File: src/rtl/fsi_pkg.sv
// Purpose: Shared constants and types for the fieldbus status indicator block
// Assumes: 40 MHz system clock
// Notes:   Flash rates derived from fixed prescalers
package fsi_pkg;

    // ****************************************************************
    // Clock and timing
    // ****************************************************************
    localparam int unsigned CLK_HZ          = 40_000_000;
    localparam int unsigned FAST_FLASH_MHZ  = 10_000;   // Fast flash in mHz (10 Hz)
    localparam int unsigned SLOW_FLASH_MHZ  = 2_500;    // Slow flash in mHz (2.5 Hz)
    // Half period in cycles, toggled at 50 percent duty
    // Divide before scaling, so a fractional rate in Hz is kept and nothing overflows
    localparam int unsigned FAST_HALF_CYC   = (CLK_HZ / 2) / FAST_FLASH_MHZ * 1000;
    localparam int unsigned SLOW_HALF_CYC   = (CLK_HZ / 2) / SLOW_FLASH_MHZ * 1000;
    localparam int unsigned MIN_SYNC_US     = 500;
    localparam int unsigned MIN_SYNC_CYC    = (CLK_HZ / 1_000_000) * MIN_SYNC_US;
    localparam int unsigned ACT_HOLD_CYC    = 2_000_000;  // Activity flash stretch, 50 ms
    localparam int unsigned SYNC_PERIOD_W   = 24;

    // ****************************************************************
    // Slave state encoding on the state input
    // ****************************************************************
    localparam logic [1:0] SST_INIT   = 2'h0;
    localparam logic [1:0] SST_PREOP  = 2'h1;
    localparam logic [1:0] SST_SAFEOP = 2'h2;
    localparam logic [1:0] SST_OP     = 2'h3;

    typedef enum logic [1:0] {
        FSI_HLTH_OK,
        FSI_HLTH_NODE_TO,
        FSI_HLTH_PSU_TO,
        FSI_HLTH_CARD_FAIL
    } fsi_health_t;

endpackage

File: src/rtl/fsi_flash_if.sv
// Purpose: Carries the flash pattern levels between modules
// Assumes: Single clock domain
// Notes:   Levels only, no handshake
`timescale 1ns/1ps
interface fsi_flash_if;
    logic fast_lvl;
    logic slow_lvl;
    modport src (output fast_lvl, output slow_lvl);
    modport dst (input fast_lvl, input slow_lvl);
endinterface

File: src/rtl/fsi_flash_gen.sv
// Purpose: Fast and slow 50 percent flash level generator
// Assumes: Parameters give half periods in clock cycles
// Notes:   Both levels start low after reset
`timescale 1ns/1ps
module fsi_flash_gen
    import fsi_pkg::*;
#(
    parameter int unsigned FAST_HALF = FAST_HALF_CYC,
    parameter int unsigned SLOW_HALF = SLOW_HALF_CYC
) (
    input  wire logic  clk_sys,
    input  wire logic  sys_rst,
    fsi_flash_if.src   flash
);
    localparam int CW = $clog2(SLOW_HALF + 1);

    logic [CW-1:0] fast_cnt_reg, fast_cnt_next;
    logic [CW-1:0] slow_cnt_reg, slow_cnt_next;
    logic          fast_reg, fast_next;
    logic          slow_reg, slow_next;

    always_comb begin
        fast_cnt_next = fast_cnt_reg + 1'b1;
        slow_cnt_next = slow_cnt_reg + 1'b1;
        fast_next     = fast_reg;
        slow_next     = slow_reg;
        if (fast_cnt_reg == CW'(FAST_HALF - 1)) begin
            fast_cnt_next = '0;
            fast_next     = ~fast_reg;
        end
        if (slow_cnt_reg == CW'(SLOW_HALF - 1)) begin
            slow_cnt_next = '0;
            slow_next     = ~slow_reg;
        end
    end

    always_ff @(posedge clk_sys or posedge sys_rst) begin
        if (sys_rst) begin
            fast_cnt_reg <= '0;
            slow_cnt_reg <= '0;
            fast_reg     <= 1'b0;
            slow_reg     <= 1'b0;
        end else begin
            fast_cnt_reg <= fast_cnt_next;
            slow_cnt_reg <= slow_cnt_next;
            fast_reg     <= fast_next;
            slow_reg     <= slow_next;
        end
    end

    assign flash.fast_lvl  = fast_reg;
    assign flash.slow_lvl  = slow_reg;
endmodule

File: src/rtl/fsi_status_indicator.sv
// What this block does
// Accept sync periods of 500 us or longer
// Health green steady when all normal
// Health red steady on node timeout
// Health red slow flash on supply timeout
// Health red fast flash on card failure
// State green follows INIT PREOP SAFEOP OP
// Fault red steady while bus fault present
// Link yellow on while upstream connected
// Link green flashes during port traffic
// Fixed prescalers give fast and slow rates
// Health shows most severe present condition
//
// Purpose: Drive the four status indicators of the fieldbus card
// Assumes: All condition inputs synchronous to clk_sys
// Notes:   Every indicator output is registered
`timescale 1ns/1ps
module fsi_status_indicator
    import fsi_pkg::*;
#(
    parameter int unsigned FAST_HALF = FAST_HALF_CYC,
    parameter int unsigned SLOW_HALF = SLOW_HALF_CYC,
    parameter int unsigned ACT_HOLD  = ACT_HOLD_CYC
) (
    input  wire logic                     clk_sys,
    input  wire logic                     sys_rst,
    input  wire logic                     card_fail,
    input  wire logic                     psu_timeout,
    input  wire logic                     node_timeout,
    input  wire logic [1:0]               slave_state,
    input  wire logic                     bus_fault,
    input  wire logic                     upstream_port_linked,
    input  wire logic                     port_traffic,
    input  wire logic [SYNC_PERIOD_W-1:0] sync_period_cyc,
    input  wire logic                     sync_enabled,
    output logic                          health_green,
    output logic                          health_red,
    output logic                          slave_state_indicator,
    output logic                          bus_fault_indicator,
    output logic                          link_activity_yellow,
    output logic                          link_activity_green,
    output logic                          sync_period_bad
);

    // ****************************************************************
    // Flash rate source
    // ****************************************************************
    // One divider for all indicators keeps their flashing in phase
    fsi_flash_if flash ();

    fsi_flash_gen #(
        .FAST_HALF (FAST_HALF),
        .SLOW_HALF (SLOW_HALF)
    ) u_flash (
        .clk_sys (clk_sys),
        .sys_rst (sys_rst),
        .flash   (flash)
    );

    // ****************************************************************
    // Pattern decoding
    // ****************************************************************
    typedef enum logic [1:0] {
        FSI_PAT_OFF,
        FSI_PAT_FAST,
        FSI_PAT_SLOW,
        FSI_PAT_STEADY
    } fsi_pattern_t;

    // Shared decode, so health and state show the same rates
    function automatic logic pattern_level(
        input fsi_pattern_t pat,
        input logic         fast_lvl,
        input logic         slow_lvl
    );
        logic lvl;
        lvl = 1'b0;
        unique case (pat)
            FSI_PAT_OFF:    lvl = 1'b0;
            FSI_PAT_FAST:   lvl = fast_lvl;
            FSI_PAT_SLOW:   lvl = slow_lvl;
            FSI_PAT_STEADY: lvl = 1'b1;
        endcase
        return lvl;
    endfunction

    // ****************************************************************
    // Health priority
    // ****************************************************************
    function automatic fsi_health_t pick_health(input logic fail, input logic psu, input logic node);
        if (fail)
            return FSI_HLTH_CARD_FAIL;
        else if (psu)
            return FSI_HLTH_PSU_TO;
        else if (node)
            return FSI_HLTH_NODE_TO;
        else
            return FSI_HLTH_OK;
    endfunction

    fsi_health_t  health_sel;
    fsi_pattern_t red_pat;
    logic         hg_reg, hg_next;
    logic         hr_reg, hr_next;

    assign health_sel = pick_health(card_fail, psu_timeout, node_timeout);

    // Green only with no alarm, so both elements never light together
    always_comb begin
        hg_next = 1'b0;
        red_pat = FSI_PAT_OFF;
        unique case (health_sel)
            FSI_HLTH_OK:        hg_next = 1'b1;
            FSI_HLTH_NODE_TO:   red_pat = FSI_PAT_STEADY;
            FSI_HLTH_PSU_TO:    red_pat = FSI_PAT_SLOW;
            FSI_HLTH_CARD_FAIL: red_pat = FSI_PAT_FAST;
        endcase
        hr_next = pattern_level(red_pat, flash.fast_lvl, flash.slow_lvl);
    end

    always_ff @(posedge clk_sys or posedge sys_rst) begin
        if (sys_rst) begin
            hg_reg <= 1'b0;
            hr_reg <= 1'b0;
        end else begin
            hg_reg <= hg_next;
            hr_reg <= hr_next;
        end
    end

    // ****************************************************************
    // Slave state
    // ****************************************************************
    fsi_pattern_t state_pat;
    logic         ss_reg, ss_next;

    always_comb begin
        state_pat = FSI_PAT_OFF;
        unique case (slave_state)
            SST_INIT:   state_pat = FSI_PAT_OFF;
            SST_PREOP:  state_pat = FSI_PAT_FAST;
            SST_SAFEOP: state_pat = FSI_PAT_SLOW;
            SST_OP:     state_pat = FSI_PAT_STEADY;
        endcase
        ss_next = pattern_level(state_pat, flash.fast_lvl, flash.slow_lvl);
    end

    always_ff @(posedge clk_sys or posedge sys_rst) begin
        if (sys_rst) begin
            ss_reg <= 1'b0;
        end else begin
            ss_reg <= ss_next;
        end
    end

    // ****************************************************************
    // Bus fault
    // ****************************************************************
    logic bf_reg, bf_next;

    always_comb begin
        bf_next = bus_fault;
    end

    always_ff @(posedge clk_sys or posedge sys_rst) begin
        if (sys_rst) begin
            bf_reg <= 1'b0;
        end else begin
            bf_reg <= bf_next;
        end
    end

    // ****************************************************************
    // Link and activity
    // ****************************************************************
    // Short bursts of traffic would be invisible, so activity is held
    localparam int AW = $clog2(ACT_HOLD + 1);
    logic [AW-1:0] act_cnt_reg, act_cnt_next;
    logic          ly_reg, ly_next;
    logic          lg_reg, lg_next;

    always_comb begin
        act_cnt_next = act_cnt_reg;
        if (port_traffic)
            act_cnt_next = AW'(ACT_HOLD);
        else if (act_cnt_reg != '0)
            act_cnt_next = act_cnt_reg - 1'b1;
        ly_next = upstream_port_linked;
        lg_next = (act_cnt_reg != '0) && flash.fast_lvl;
    end

    always_ff @(posedge clk_sys or posedge sys_rst) begin
        if (sys_rst) begin
            act_cnt_reg <= '0;
            ly_reg      <= 1'b0;
            lg_reg      <= 1'b0;
        end else begin
            act_cnt_reg <= act_cnt_next;
            ly_reg      <= ly_next;
            lg_reg      <= lg_next;
        end
    end

    // ****************************************************************
    // Sync period check
    // ****************************************************************
    // Only a lower bound is checked; any longer period is accepted
    logic sp_reg, sp_next;

    always_comb begin
        sp_next = sync_enabled && (sync_period_cyc < SYNC_PERIOD_W'(MIN_SYNC_CYC));
    end

    always_ff @(posedge clk_sys or posedge sys_rst) begin
        if (sys_rst) begin
            sp_reg <= 1'b0;
        end else begin
            sp_reg <= sp_next;
        end
    end

    // ****************************************************************
    // Outputs, all straight from flip-flops
    // ****************************************************************
    assign health_green          = hg_reg;
    assign health_red            = hr_reg;
    assign slave_state_indicator = ss_reg;
    assign bus_fault_indicator   = bf_reg;
    assign link_activity_yellow  = ly_reg;
    assign link_activity_green   = lg_reg;
    assign sync_period_bad       = sp_reg;
endmodule

File: config.mk
export PLATFORM = sky130hd
export DESIGN_NAME = fsi_status_indicator
export DESIGN_NICKNAME = d
export VERILOG_FILES = /design/src/rtl/fsi_pkg.sv /design/src/rtl/fsi_flash_if.sv /design/src/rtl/fsi_flash_gen.sv /design/src/rtl/fsi_status_indicator.sv
export SDC_FILE = /design/constraint.sdc
export NUM_CORES = 1
export LEC_CHECK = 0
export BUFFER_PORTS_ARGS = -buffer_cell sky130_fd_sc_hd__buf_2
export CELL_PAD_IN_SITES_DETAIL_PLACEMENT = 0
export CELL_PAD_IN_SITES_GLOBAL_PLACEMENT = 1
export CORE_ASPECT_RATIO = 1.1
export CORE_MARGIN = 2
export CORE_UTILIZATION = 41
export DETAILED_ROUTE_END_ITERATION = 12
export GPL_TIMING_DRIVEN = 0
export PLACE_DENSITY_LB_ADDON = 0.1
export SLEW_MARGIN = 25
export SYNTH_ARGS = -nofsm -noshare
export SYNTH_HDL_FRONTEND = slang
export SYNTH_HIERARCHICAL = 1
export SYNTH_SLANG_ARGS = --single-unit
File: constraint.sdc
create_clock -name clk_sys -period 1.9 [get_ports clk_sys]
set_input_delay 0.38 -clock clk_sys [delete_from_list [all_inputs] [get_ports clk_sys]]
set_output_delay 0.38 -clock clk_sys [all_outputs]
set_load 0.02 [all_outputs]
# After elaboration in Yosys (flattened, before gate mapping)
# Index checks and enable logic that the tools add are counted.
# op_classes
addsub	3
order_cmp	1
n_eq_ne	14
n_mux	12
bitwise_logic	2
n_reduce_logical	8
# op_table
cell	count
$add 23x1->23 const B	2
$mux 23	2
$mux 21	2
$lt 24x15->1 const B	1
$eq 23x21->1 const B	1
$eq 23x23->1 const B	1
$reduce_bool 21->1	1
$sub 21x1->21 const B	1
$eq 2x2->1 const B	8
$eq 2x1->1 const B	4
$logic_not 2->1	4
$pmux 1 s4	2
$pmux 2 s4	1
$pmux 2 s3	1
$mux 2	2
$logic_and 1x1->1	2
$mux 1	2
$not 1->1	2
$reduce_bool 2->1	1
# totals
regBits	76
inputBits	35
word_cells	52

# Longest topological paths before layout
# Gate-level depths: netlist of run 1.
# logic_depth
ltp_word	7
depth_mapped	8
ltp_nobuf	7

# Hierarchy
# Netlist of run 1, hierarchy kept.
# modules_own_cells
module	instances	cells_each	area_each_um2	seq_area_each_um2
fsi_flash_gen	1	211	2260.9	1201.2
fsi_status_indicator	1	141	1476.4	700.7

# Least setup slack after synthesis of run 1
# Ideal clock, no wire load.
# synth_timing
path_kind	register -> register
from	register act_cnt_reg[0]
to	register act_cnt_reg[12]
arrival_time_ps	1901
required_ps	1781
slack_ps	-119
stages_incl_launch_ff	9
period_less_slack_ps	2019
cell_sequence	dfrtp_1 inv_1 ha_1 or3b_2 clkbuf_1 nor3_4 o21ai_2 o31a_1 o21a_1
# synth_via
elab_chain_len	3
elab_cells_between_ends	5
# synth_lines
element	line	rtl
start: declaration	fsi_status_indicator.sv:178	logic [AW-1:0] act_cnt_reg, act_cnt_next;
start signal: assignment	fsi_status_indicator.sv:198	act_cnt_reg <= act_cnt_next;
$sub 21x1->21	fsi_status_indicator.sv:187	act_cnt_next = act_cnt_reg - 1'b1;
$mux 21	fsi_status_indicator.sv:186	else if (act_cnt_reg != '0)
$mux 21	fsi_status_indicator.sv:184	if (port_traffic)
# Parallel ways exist; a longest one is shown, timed or not. The select of a mux whose other input is x is not followed.
# A chain may end at the register's enable or synchronous reset.

# Worst setup path after layout of run 1
# layout_timing
from	register act_cnt_reg[7]
to	register act_cnt_reg[12]
# Same word-level chain as after synthesis.

==> run_results.csv, run 1 <==
group,metric,value,unit
placement,hpwlAfterDp,5.039,mm
setup_path,worst_setup_path_end_kind,"flip-flop",
global_routing,grt_pass1_wl,12.99,mm
synth,synth_area_leaders,"dfrtp_1, xor2_1, xnor2_1",
run_status,status,"finished with violations",
floorplan,die_x,95.03,um
floorplan,die_area,0.009896,mm^2
global_routing,grt_pass1_vias,2784,
sta,setup_ws,-28.26,ps
setup_path,cpPeakStageDelay,600,ps
finish,fin_util,51.65,%
floorplan,core_area,0.008874,mm^2
routing,post_drt_via_cell_ratio,5.289,
global_routing,grt_overflow,0,
synth,netlist_top_cells_count,"dfrtp_1, nor2_1, nand3_1",
routing,drt-total-wl,7.660,mm
synth,netlist.area_leader.share,50.89,%
power_and_ir_drop,peakVddDrop,368.1,uV
sta,setup_violations,5,
finish,final_nets,461,
cts,clk_latency,340,ps
floorplan,die_h,104.1,um
cts,clk_pin_slew_worst_paths,80,ps
cts,cts_num_sinks,76,
sta,fin_crit,1928,ps
finish,area_delta_synth_final,22.63,%
synth,netlist_instances,352,
synth,synthesis.area,0.003737,mm^2
setup_path,cp.arrival,2160,ps
routing,ant_nets,0,
power_and_ir_drop,p_leak,0.001984,uW
cts,tritoncts.num_buffers,9,
synth,synthMostInstantiatedCell,"dfrtp_1",
setup_path,crit_path_cell_trace,"or4_4 -> nor3_4 -> o21ai_2 -> o31a_1 -> o21a_1",
cts,clockBufferDepth,2,
sta,worstMarginPinSlew,605.1,ps
cts,htreeDepth,3,
global_routing,grt_usage,16.37,%
synth,synth-seq-cells,76,
cts,cts-hold-fix-buffers,0,
sta,fmax,0.5186,GHz
floorplan,start_util,42.12,%
synth,syn-num-nets,391,
global_routing,antenna_found_initial,0,
synth,async_flop_share,100.0,%
finish,diodes,0,
placement,place_ws,-363.1,ps
setup_path,crit_type,"flip-flop to flip-flop",
sta,skew,8.407,ps
sta,fin_crit_sh,101.5,%
synth,synth-seq-area-share,50.89,%
sta,slew_headroom,59.60,%
sta,rsz0062_at_grt,"yes",
setup_path,crit_slowest_cell,"or4_4",
min_path,hold_path_class,"primary input to async pin",
job,maxCapViolations,0,
run_status,failed_checks,"negative setup slack",
floorplan,ioPinCount,42,
routing,drtIter0Drc,57,
sta,final-hold-violation-count,0,
global_routing,grt_start_max_net_pins,32,
cts,cts_tree,"yes",
routing,route.detailed.drc,0,
cts,clockRootBuffer,"clkbuf_8",
placement,port_buffers,36,
setup_path,critPathLaunchType,"flip-flop",
power_and_ir_drop,p_total,3330,uW
setup_path,critPathMaxFanout,4,
synth,ys.flop_type,"dfrtp_1",
routing,wl_per_cell,14.19,um
finish,drive_gt1_share,29.11,%
synth,yosys_warnings,6,
placement,routabilityCongestion,0.7638,
synth,yosysTopAreaCell,"dfrtp_1",
synth,syn_area_per_cell,10.62,um^2
sta,slew_violations,0,
floorplan,rows,36,
routing,vias,2856,
sta,hold-worst-slack,46.58,ps
synth,synth_edf_count,0,
routing,dr.pass1.iters,4,
power_and_ir_drop,p_per_area,726.6,mW/mm^2
synth,synthDistinctLibCells,56,
setup_path,crit_required,2130,ps
## final cells by class
type                       instances  area, um^2
fill                             809        4290
timing repair buffer              60       377.9
inverter                          10       37.54
buffer                             7       46.29
clock buffer                       9       123.9
tap                              114       142.6
sequential                        76        1907
clock inverter                     6       80.08
multi-input combinational        258        1868
## routing by layer
metal	vias to the layer above	share of wire, %	global-route usage (%)
met4	0	1.5	6.108
li1	1432	-	-
met1	1381	48	23.32
met3	10	2.1	2.681
met2	33	48	24.97
met5	-	0	0
## path summary, 6_finish.rpt
| kind | endpoint | cells past startpoint | start | slack, ps |
|---|---|---|---|---|
| min reg2reg | u_flash/fast_cnt_reg[0] | 1 | u_flash/fast_cnt_reg[0] | 490 |
| max in group asynchronous | u_flash/slow_cnt_reg[1] | 3 | sys_rst | 1330 |
| max reg2reg | act_cnt_reg[12] | 5 | act_cnt_reg[7] | -30 |
| max | act_cnt_reg[12] | 5 | act_cnt_reg[7] | -30 |
| min in group clk_sys | link_activity_yellow | 1 | upstream_port_linked | 140 |
| min | u_flash/fast_cnt_reg[21] | 2 | sys_rst | 50 |
## placed cells by master (no fill, tap or decap), types with 3 or more instances in the layout
master    instances
a21oi_1          15
and3_1            4
and4_1            6
buf_2            38
buf_4            21
buf_6             4
clkbuf_1          3
clkbuf_8          9
clkinv_2          4
dfrtp_1          72
dfrtp_2           4
inv_1             6
inv_2             4
mux2i_1           3
nand2_1          16
nand3_1          22
nand4_1          10
nor2_1           31
nor2b_1           5
nor3_1           11
nor4_1            8
nor4_4            3
o211ai_1          4
o21a_1            3
o21ai_0           8
o21ai_1           4
o31ai_1           6
or3_1             8
or4_1             3
or4_4             4
xnor2_1          19
xor2_1           20
## metrics by stage
step	setup TNS (ps)	std cells	cell area [um^2]
finish	-84.31	540	4583
global route	-936.9	540	4583
CTS	-84.74	528	4425
detailed placement	-5611	503	4105
global placement	-21910	502	4085
floorplan	-54.14	352	3762
## worst max-delay path, delay by kind of cell, from the launching register on
kind / cells / cell delay, ps
AO/OA/AOI/OAI: 3 / 540
AND/OR/NAND/NOR: 2 / 900
flip-flops: 1 / 390
## where the power goes
part / total, uW / internal, uW / switching, uW
combinational: 350 / 173 / 178
clock: 1300 / 723 / 576
sequential: 1680 / 1650 / 29.5
total: 3330 / 2550 / 783
## cell families after synthesis
logic type               count (synthesis)  share of synthesized area [%]
AO/OA/AOI/OAI                           50                          8.403
XOR/XNOR                                39                          9.140
adder cells (fa/ha/maj)                  4                          1.339
buffers and inverters                   19                          2.377
flip-flops                              76                          50.89
multiplexers                             3                         0.8035
AND/OR/NAND/NOR                        161                          27.05
## timing repair
item	in CTS	in global routing
pin swaps	7	16
endpoints found under the setup margin	40	32
resized for setup	12	18
gates cloned	1	1
setup buffers	11	11
Power figures use the tool's default switching activity.
==> run 2, diff against run 1 <==
CORE_UTILIZATION = 44   (was 41)
RECOVER_POWER = 100   (was not set)
clock period = 2.3 ns   (was 1.9 ns; I/O delays follow)
==> run_results.csv, run 2 (synthesis gave the netlist of run 1 again) <==
group,metric,value,unit
run_status,status,"complete, no violations",
cts,clk_latency,350,ps
sta,fin_crit,2167,ps
cts,clockRootBuffer,"clkbuf_8",
job,maxCapViolations,0,
floorplan,die_area,0.009248,mm^2
finish,final_common_cell,"dfrtp_1",
cts,clk_pin_slew_worst_paths,80,ps
setup_path,crit_type,"flip-flop to flip-flop",
cts,cts_num_sinks,76,
routing,wl_per_cell,14.34,um
routing,drt-total-wl,7.371,mm
floorplan,core_area,0.008320,mm^2
setup_path,worst_setup_path_end_kind,"flip-flop",
finish,diodes,0,
finish,final_cells,514,
floorplan,die_x,91.88,um
placement,hpwlAfterDp,5.158,mm
placement,routabilityCongestion,0.7230,
global_routing,grt_pass1_wl,12.61,mm
routing,post_drt_via_cell_ratio,5.383,
cts,tritoncts.num_buffers,9,
setup_path,critPathLaunchType,"flip-flop",
power_and_ir_drop,peakVddDrop,346.9,uV
cts,cts_tree,"yes",
power_and_ir_drop,p_leak,0.001851,uW
sta,worstMarginPinSlew,1116,ps
placement,dp.cells,500,
min_path,worstHoldStart,"bus_fault",
routing,route.detailed.drc,0,
global_routing,grt_pass1_vias,2605,
routing,vias,2767,
setup_path,cp.arrival,2410,ps
finish,fin_util,51.35,%
finish,final_cell_mix,"dfrtp_1, nor2_1, buf_2, nand3_1, xor2_1",
min_path,hold_path_class,"primary input to flip-flop",
cts,clockBufferDepth,2,
sta,slew_headroom,25.50,%
setup_path,r2r_start,"act_cnt_reg[0]",
sta,rsz0062_at_grt,"no",
cts,cts_resized,0,
global_routing,grt_overflow,0,
sta,skew,13.88,ps
floorplan,ioPinCount,42,
cts,cts-hold-fix-buffers,0,
global_routing,antenna_found_initial,0,
setup_path,crit_required,2540,ps
floorplan,rows,35,
global_routing,grt_start_max_net_pins,29,
cts,htreeDepth,3,
routing,dr.pass1.iters,4,
floorplan,start_util,44.92,%
sta,finalSetupTns,0,ps
finish,final_nets,438,
placement,port_buffers,36,
power_and_ir_drop,p_per_area,660.8,mW/mm^2
sta,setup_violations,0,
routing,ant_nets,0,
setup_path,startpoint,"act_cnt_reg[0]",
finish,area_delta_synth_final,14.33,%
sta,hold-worst-slack,222.8,ps
setup_path,critPathMaxFanout,7,
sta,final-hold-violation-count,0,
sta,slew_violations,0,
sta,fmax,0.4614,GHz
floorplan,die_h,100.7,um
global_routing,grt_usage,17.25,%
sta,fin_crit_sh,94.23,%
routing,drtIter0Drc,128,
cts,post_cts_buffers,0,
finish,drive_gt1_share,16.87,%
[run 2: cell count changes in the layout (fill, tap and decap cells not counted), sizes merged]
cell	delta
bufinv	+1
o21ai	-1
inv	+1
clkinv	-2
dlymetal6s2s	+1
buf	-34
clkbuf	+11
[run 2: worst max-delay path, cell delays in order (launching register included)]
cell and delay, ps:
dfrtp_1 400, inv_1 110, ha_1 180, or3b_4 430, nor3_2 370, o21ai_2 140
o31a_1 260, o21a_1 180
[run 2: path summary, 6_finish.rpt]
check	slack [ps]	to	cells past startpoint
min	220	bus_fault_indicator	1
min in group asynchronous	300	u_flash/fast_cnt_reg[4]	2
max in group asynchronous	430	u_flash/slow_cnt_reg[2]	3
max reg2reg	130	act_cnt_reg[12]	7
min reg2reg	490	u_flash/fast_cnt_reg[0]	1
max	130	act_cnt_reg[12]	7
[run 2: where the power goes]
part | internal (uW) | leakage [uW] | switching, uW
logic | 93.8 | 0.000747 | 123
registers | 1360 | 0.000984 | 24.9
clock network | 719 | 0.000120 | 499
total | 2180 | 0.00185 | 647
[run 2: cell type report]
cell class,count,area (um^2)
Buffer,8,45.04
Clock buffer,9,123.9
Clock inverter,6,112.6
Fill cell,770,4048
Inverter,10,37.54
Multi-Input combinational cell,257,1732
Sequential cell,76,1902
Tap cell,111,138.9
Timing Repair Buffer,37,181.4
[run 2: stage by stage]
| stage | worst slack (ps) | power (uW) | area (um^2) |
|---|---|---|---|
| 2_1_floorplan | 280.8 | 1568 | 3737 |
| 3_3_place_gp | 28.28 | 1632 | 4056 |
| 3_5_place_dp | 72.02 | 1642 | 4076 |
| 4_1_cts | 65.09 | 2870 | 4313 |
| 5_1_grt | 19.39 | 2952 | 4273 |
| 6_report | 132.6 | 2823 | 4273 |
[run 2: routing by layer]
| metal | GRT usage, % | routed length, um | up-vias | share of wire (%) |
|---|---|---|---|---|
| met1 | 23.72 | 3610 | 1348 | 49 |
| met4 | 8.611 | 141 | 0 | 1.9 |
| met3 | 2.992 | 175 | 11 | 2.4 |
| met5 | 0 | 0 | - | 0 |
| li1 | - | - | 1372 | - |
| met2 | 26.53 | 3444 | 36 | 47 |
==> run 3, diff against run 2 <==
CORE_UTILIZATION = 49   (was 44)
==> run_results.csv, run 3 (synthesis gave the netlist of run 1 again) <==
group,metric,value,unit
power_and_ir_drop,switchingPower,630.1,uW
global_routing,grt_start_max_net_pins,29,
power_and_ir_drop,power_frac_clock,44.0,%
setup_path,crit_path_cell_trace,"or4_1 -> buf_6 -> nor3_4 -> o21ai_2 -> o21ai_0 -> or3b_1",
placement,placed_area,0.004046,mm^2
setup_path,startpoint,"act_cnt_reg[4]",
routing,wl_met1,3.490,mm
global_routing,antenna_found_initial,0,
finish,seqCellArea,0.001902,mm^2
power_and_ir_drop,p_leak,0.001832,uW
global_routing,grt_pass1_vias,2641,
setup_path,cp.arrival,2330,ps
placement,port_buffers,36,
sta,rsz0062_at_grt,"no",
floorplan,core_area,0.007432,mm^2
routing,wl_per_cell,14.66,um
cts,clockRootBuffer,"clkbuf_8",
power_and_ir_drop,p_total,2866,uW
routing,wl_met3,141,um
finish,diodes,0,
finish,final_common_cell,"dfrtp_1",
setup_path,critPathLaunchType,"flip-flop",
power_and_ir_drop,p_int,2236,uW
cts,cts_num_sinks,76,
global_routing,grt_usage,19.00,%
sta,worstMarginPinSlew,1050,ps
routing,drtIter0Drc,71,
sta,fin_crit,2106,ps
placement,routabilityCongestion,0.7795,
floorplan,start_util,50.29,%
global_routing,grt_pass1_wl,12.42,mm
routing,drt-total-wl,7.212,mm
global_routing,grt_overflow,0,
setup_path,r2r_start,"act_cnt_reg[4]",
finish,stdcell_area,0.004265,mm^2
finish,final_cells,492,
power_and_ir_drop,p_per_area,671.9,mW/mm^2
setup_path,worst_setup_path_end_kind,"flip-flop",
min_path,worstHoldStart,"upstream_port_linked",
power_and_ir_drop,switching_share,21.99,%
finish,final_nets,439,
sta,skew,11.77,ps
floorplan,die_area,0.008343,mm^2
sta,setup_violations,0,
sta,slew_headroom,29.96,%
setup_path,crit_required,2520,ps
setup_path,cp.buffers_inverters,1,
setup_path,cpPeakStageDelay,560,ps
job,maxCapViolations,0,
power_and_ir_drop,seq_power_share,48.4,%
cts,cts-hold-fix-buffers,0,
routing,post_drt_via_cell_ratio,5.593,
placement,dp.cells,476,
placement,hpwlAfterDp,5.113,mm
setup_path,critPathMaxFanout,9,
placement,place_ws,65.62,ps
routing,dr.pass1.iters,4,
routing,ant_nets,0,
power_and_ir_drop,p_comb_share,7.5,%
floorplan,die_h,95.60,um
cts,htreeDepth,3,
sta,finalSetupTns,0,ps
routing,route.detailed.drc,0,
finish,final_cell_mix,"dfrtp_1, nor2_1, buf_2, nand3_1, xor2_1",
cts,clk_pin_slew_worst_paths,80,ps
setup_path,crit_slowest_cell,"or4_1",
finish,drive_gt1_share,17.04,%
run_status,status,"complete, no violations",
finish,fill_cells,688,
sta,slew_violations,0,
sta,fmax,0.4748,GHz
setup_path,crit_type,"flip-flop to flip-flop",
routing,top_layer,"met4",
floorplan,ioPinCount,42,
cts,cts_tree,"yes",
cts,clk_latency,340,ps
finish,area_delta_synth_final,14.13,%
cts,tritoncts.num_buffers,9,
routing,met2_length,3.480,mm
routing,vias,2752,
power_and_ir_drop,peakVddDrop,369.2,uV
setup_path,crit_family,"simple AND/OR/NAND/NOR gates",
floorplan,rows,33,
sta,setup_ws,193.8,ps
min_path,hold_path_class,"primary input to flip-flop",
floorplan,die_x,87.27,um
sta,final-hold-violation-count,0,
finish,multi_input_area,0.001738,mm^2
cts,clockBufferDepth,2,
sta,fin_crit_sh,91.57,%
[run 3: repair_timing]
action	4_1_cts	5_1_grt
setup buffers	0	1
setup endpoints to repair	0	13
gates resized for setup	0	2
[run 3: through the flow]
step | utilization [%] | hold slack (ps)
after floorplan | - | 442.9
after global placement | 54.18 | 463.9
after detailed placement | 54.44 | 465.6
after CTS | 57.81 | 201.4
after global routing | 57.39 | 205.6
final | 57.39 | 223.3
[run 3: cell type report]
| type | count | share of cell area [%] |
|---|---|---|
| Clock buffer | 12 | 3.637 |
| Buffer | 8 | 1.115 |
| Timing Repair Buffer | 38 | 4.253 |
| Multi-Input combinational cell | 257 | 40.75 |
| Tap cell | 87 | 2.552 |
| Sequential cell | 76 | 44.59 |
| Inverter | 10 | 0.8800 |
| Clock inverter | 4 | 2.229 |
[run 3: worst reg2reg max path: stages, from the launching register on]
cell	delay [ps]
dfrtp_1	430
or4_1	560
buf_6	160
nor3_4	180
o21ai_2	150
o21ai_0	170
or3b_1	350
[run 3: final timing paths]
kind                                             to  slack [ps]  cells after the start
max                                 act_cnt_reg[19]         190                      6
min                            link_activity_yellow         220                      1
max reg2reg                         act_cnt_reg[19]         190                      6
min reg2reg                u_flash/fast_cnt_reg[22]         480                      1
max in group asynchronous   u_flash/fast_cnt_reg[2]         820                      3
min in group asynchronous  u_flash/slow_cnt_reg[18]         340                      2
[run 3: power by group through the flow]
| stage | Combinational (uW) | Sequential [uW] | Clock [uW] |
|---|---|---|---|
| after detailed placement | 227 | 1410 | 0 |
| after global routing | 245 | 1390 | 1350 |
| after CTS | 228 | 1390 | 1290 |
| after floorplan | 154 | 1410 | 0 |
| after global placement | 218 | 1410 | 0 |
| final | 216 | 1390 | 1260 |
[run 3: routing by layer]
metal  global-route usage [%]  vias to the layer above
met2                    31.00                       32
li1                         -                     1379
met4                    6.923                        0
met3                    2.597                       10
met1                    25.82                     1331
met5                        0                        -
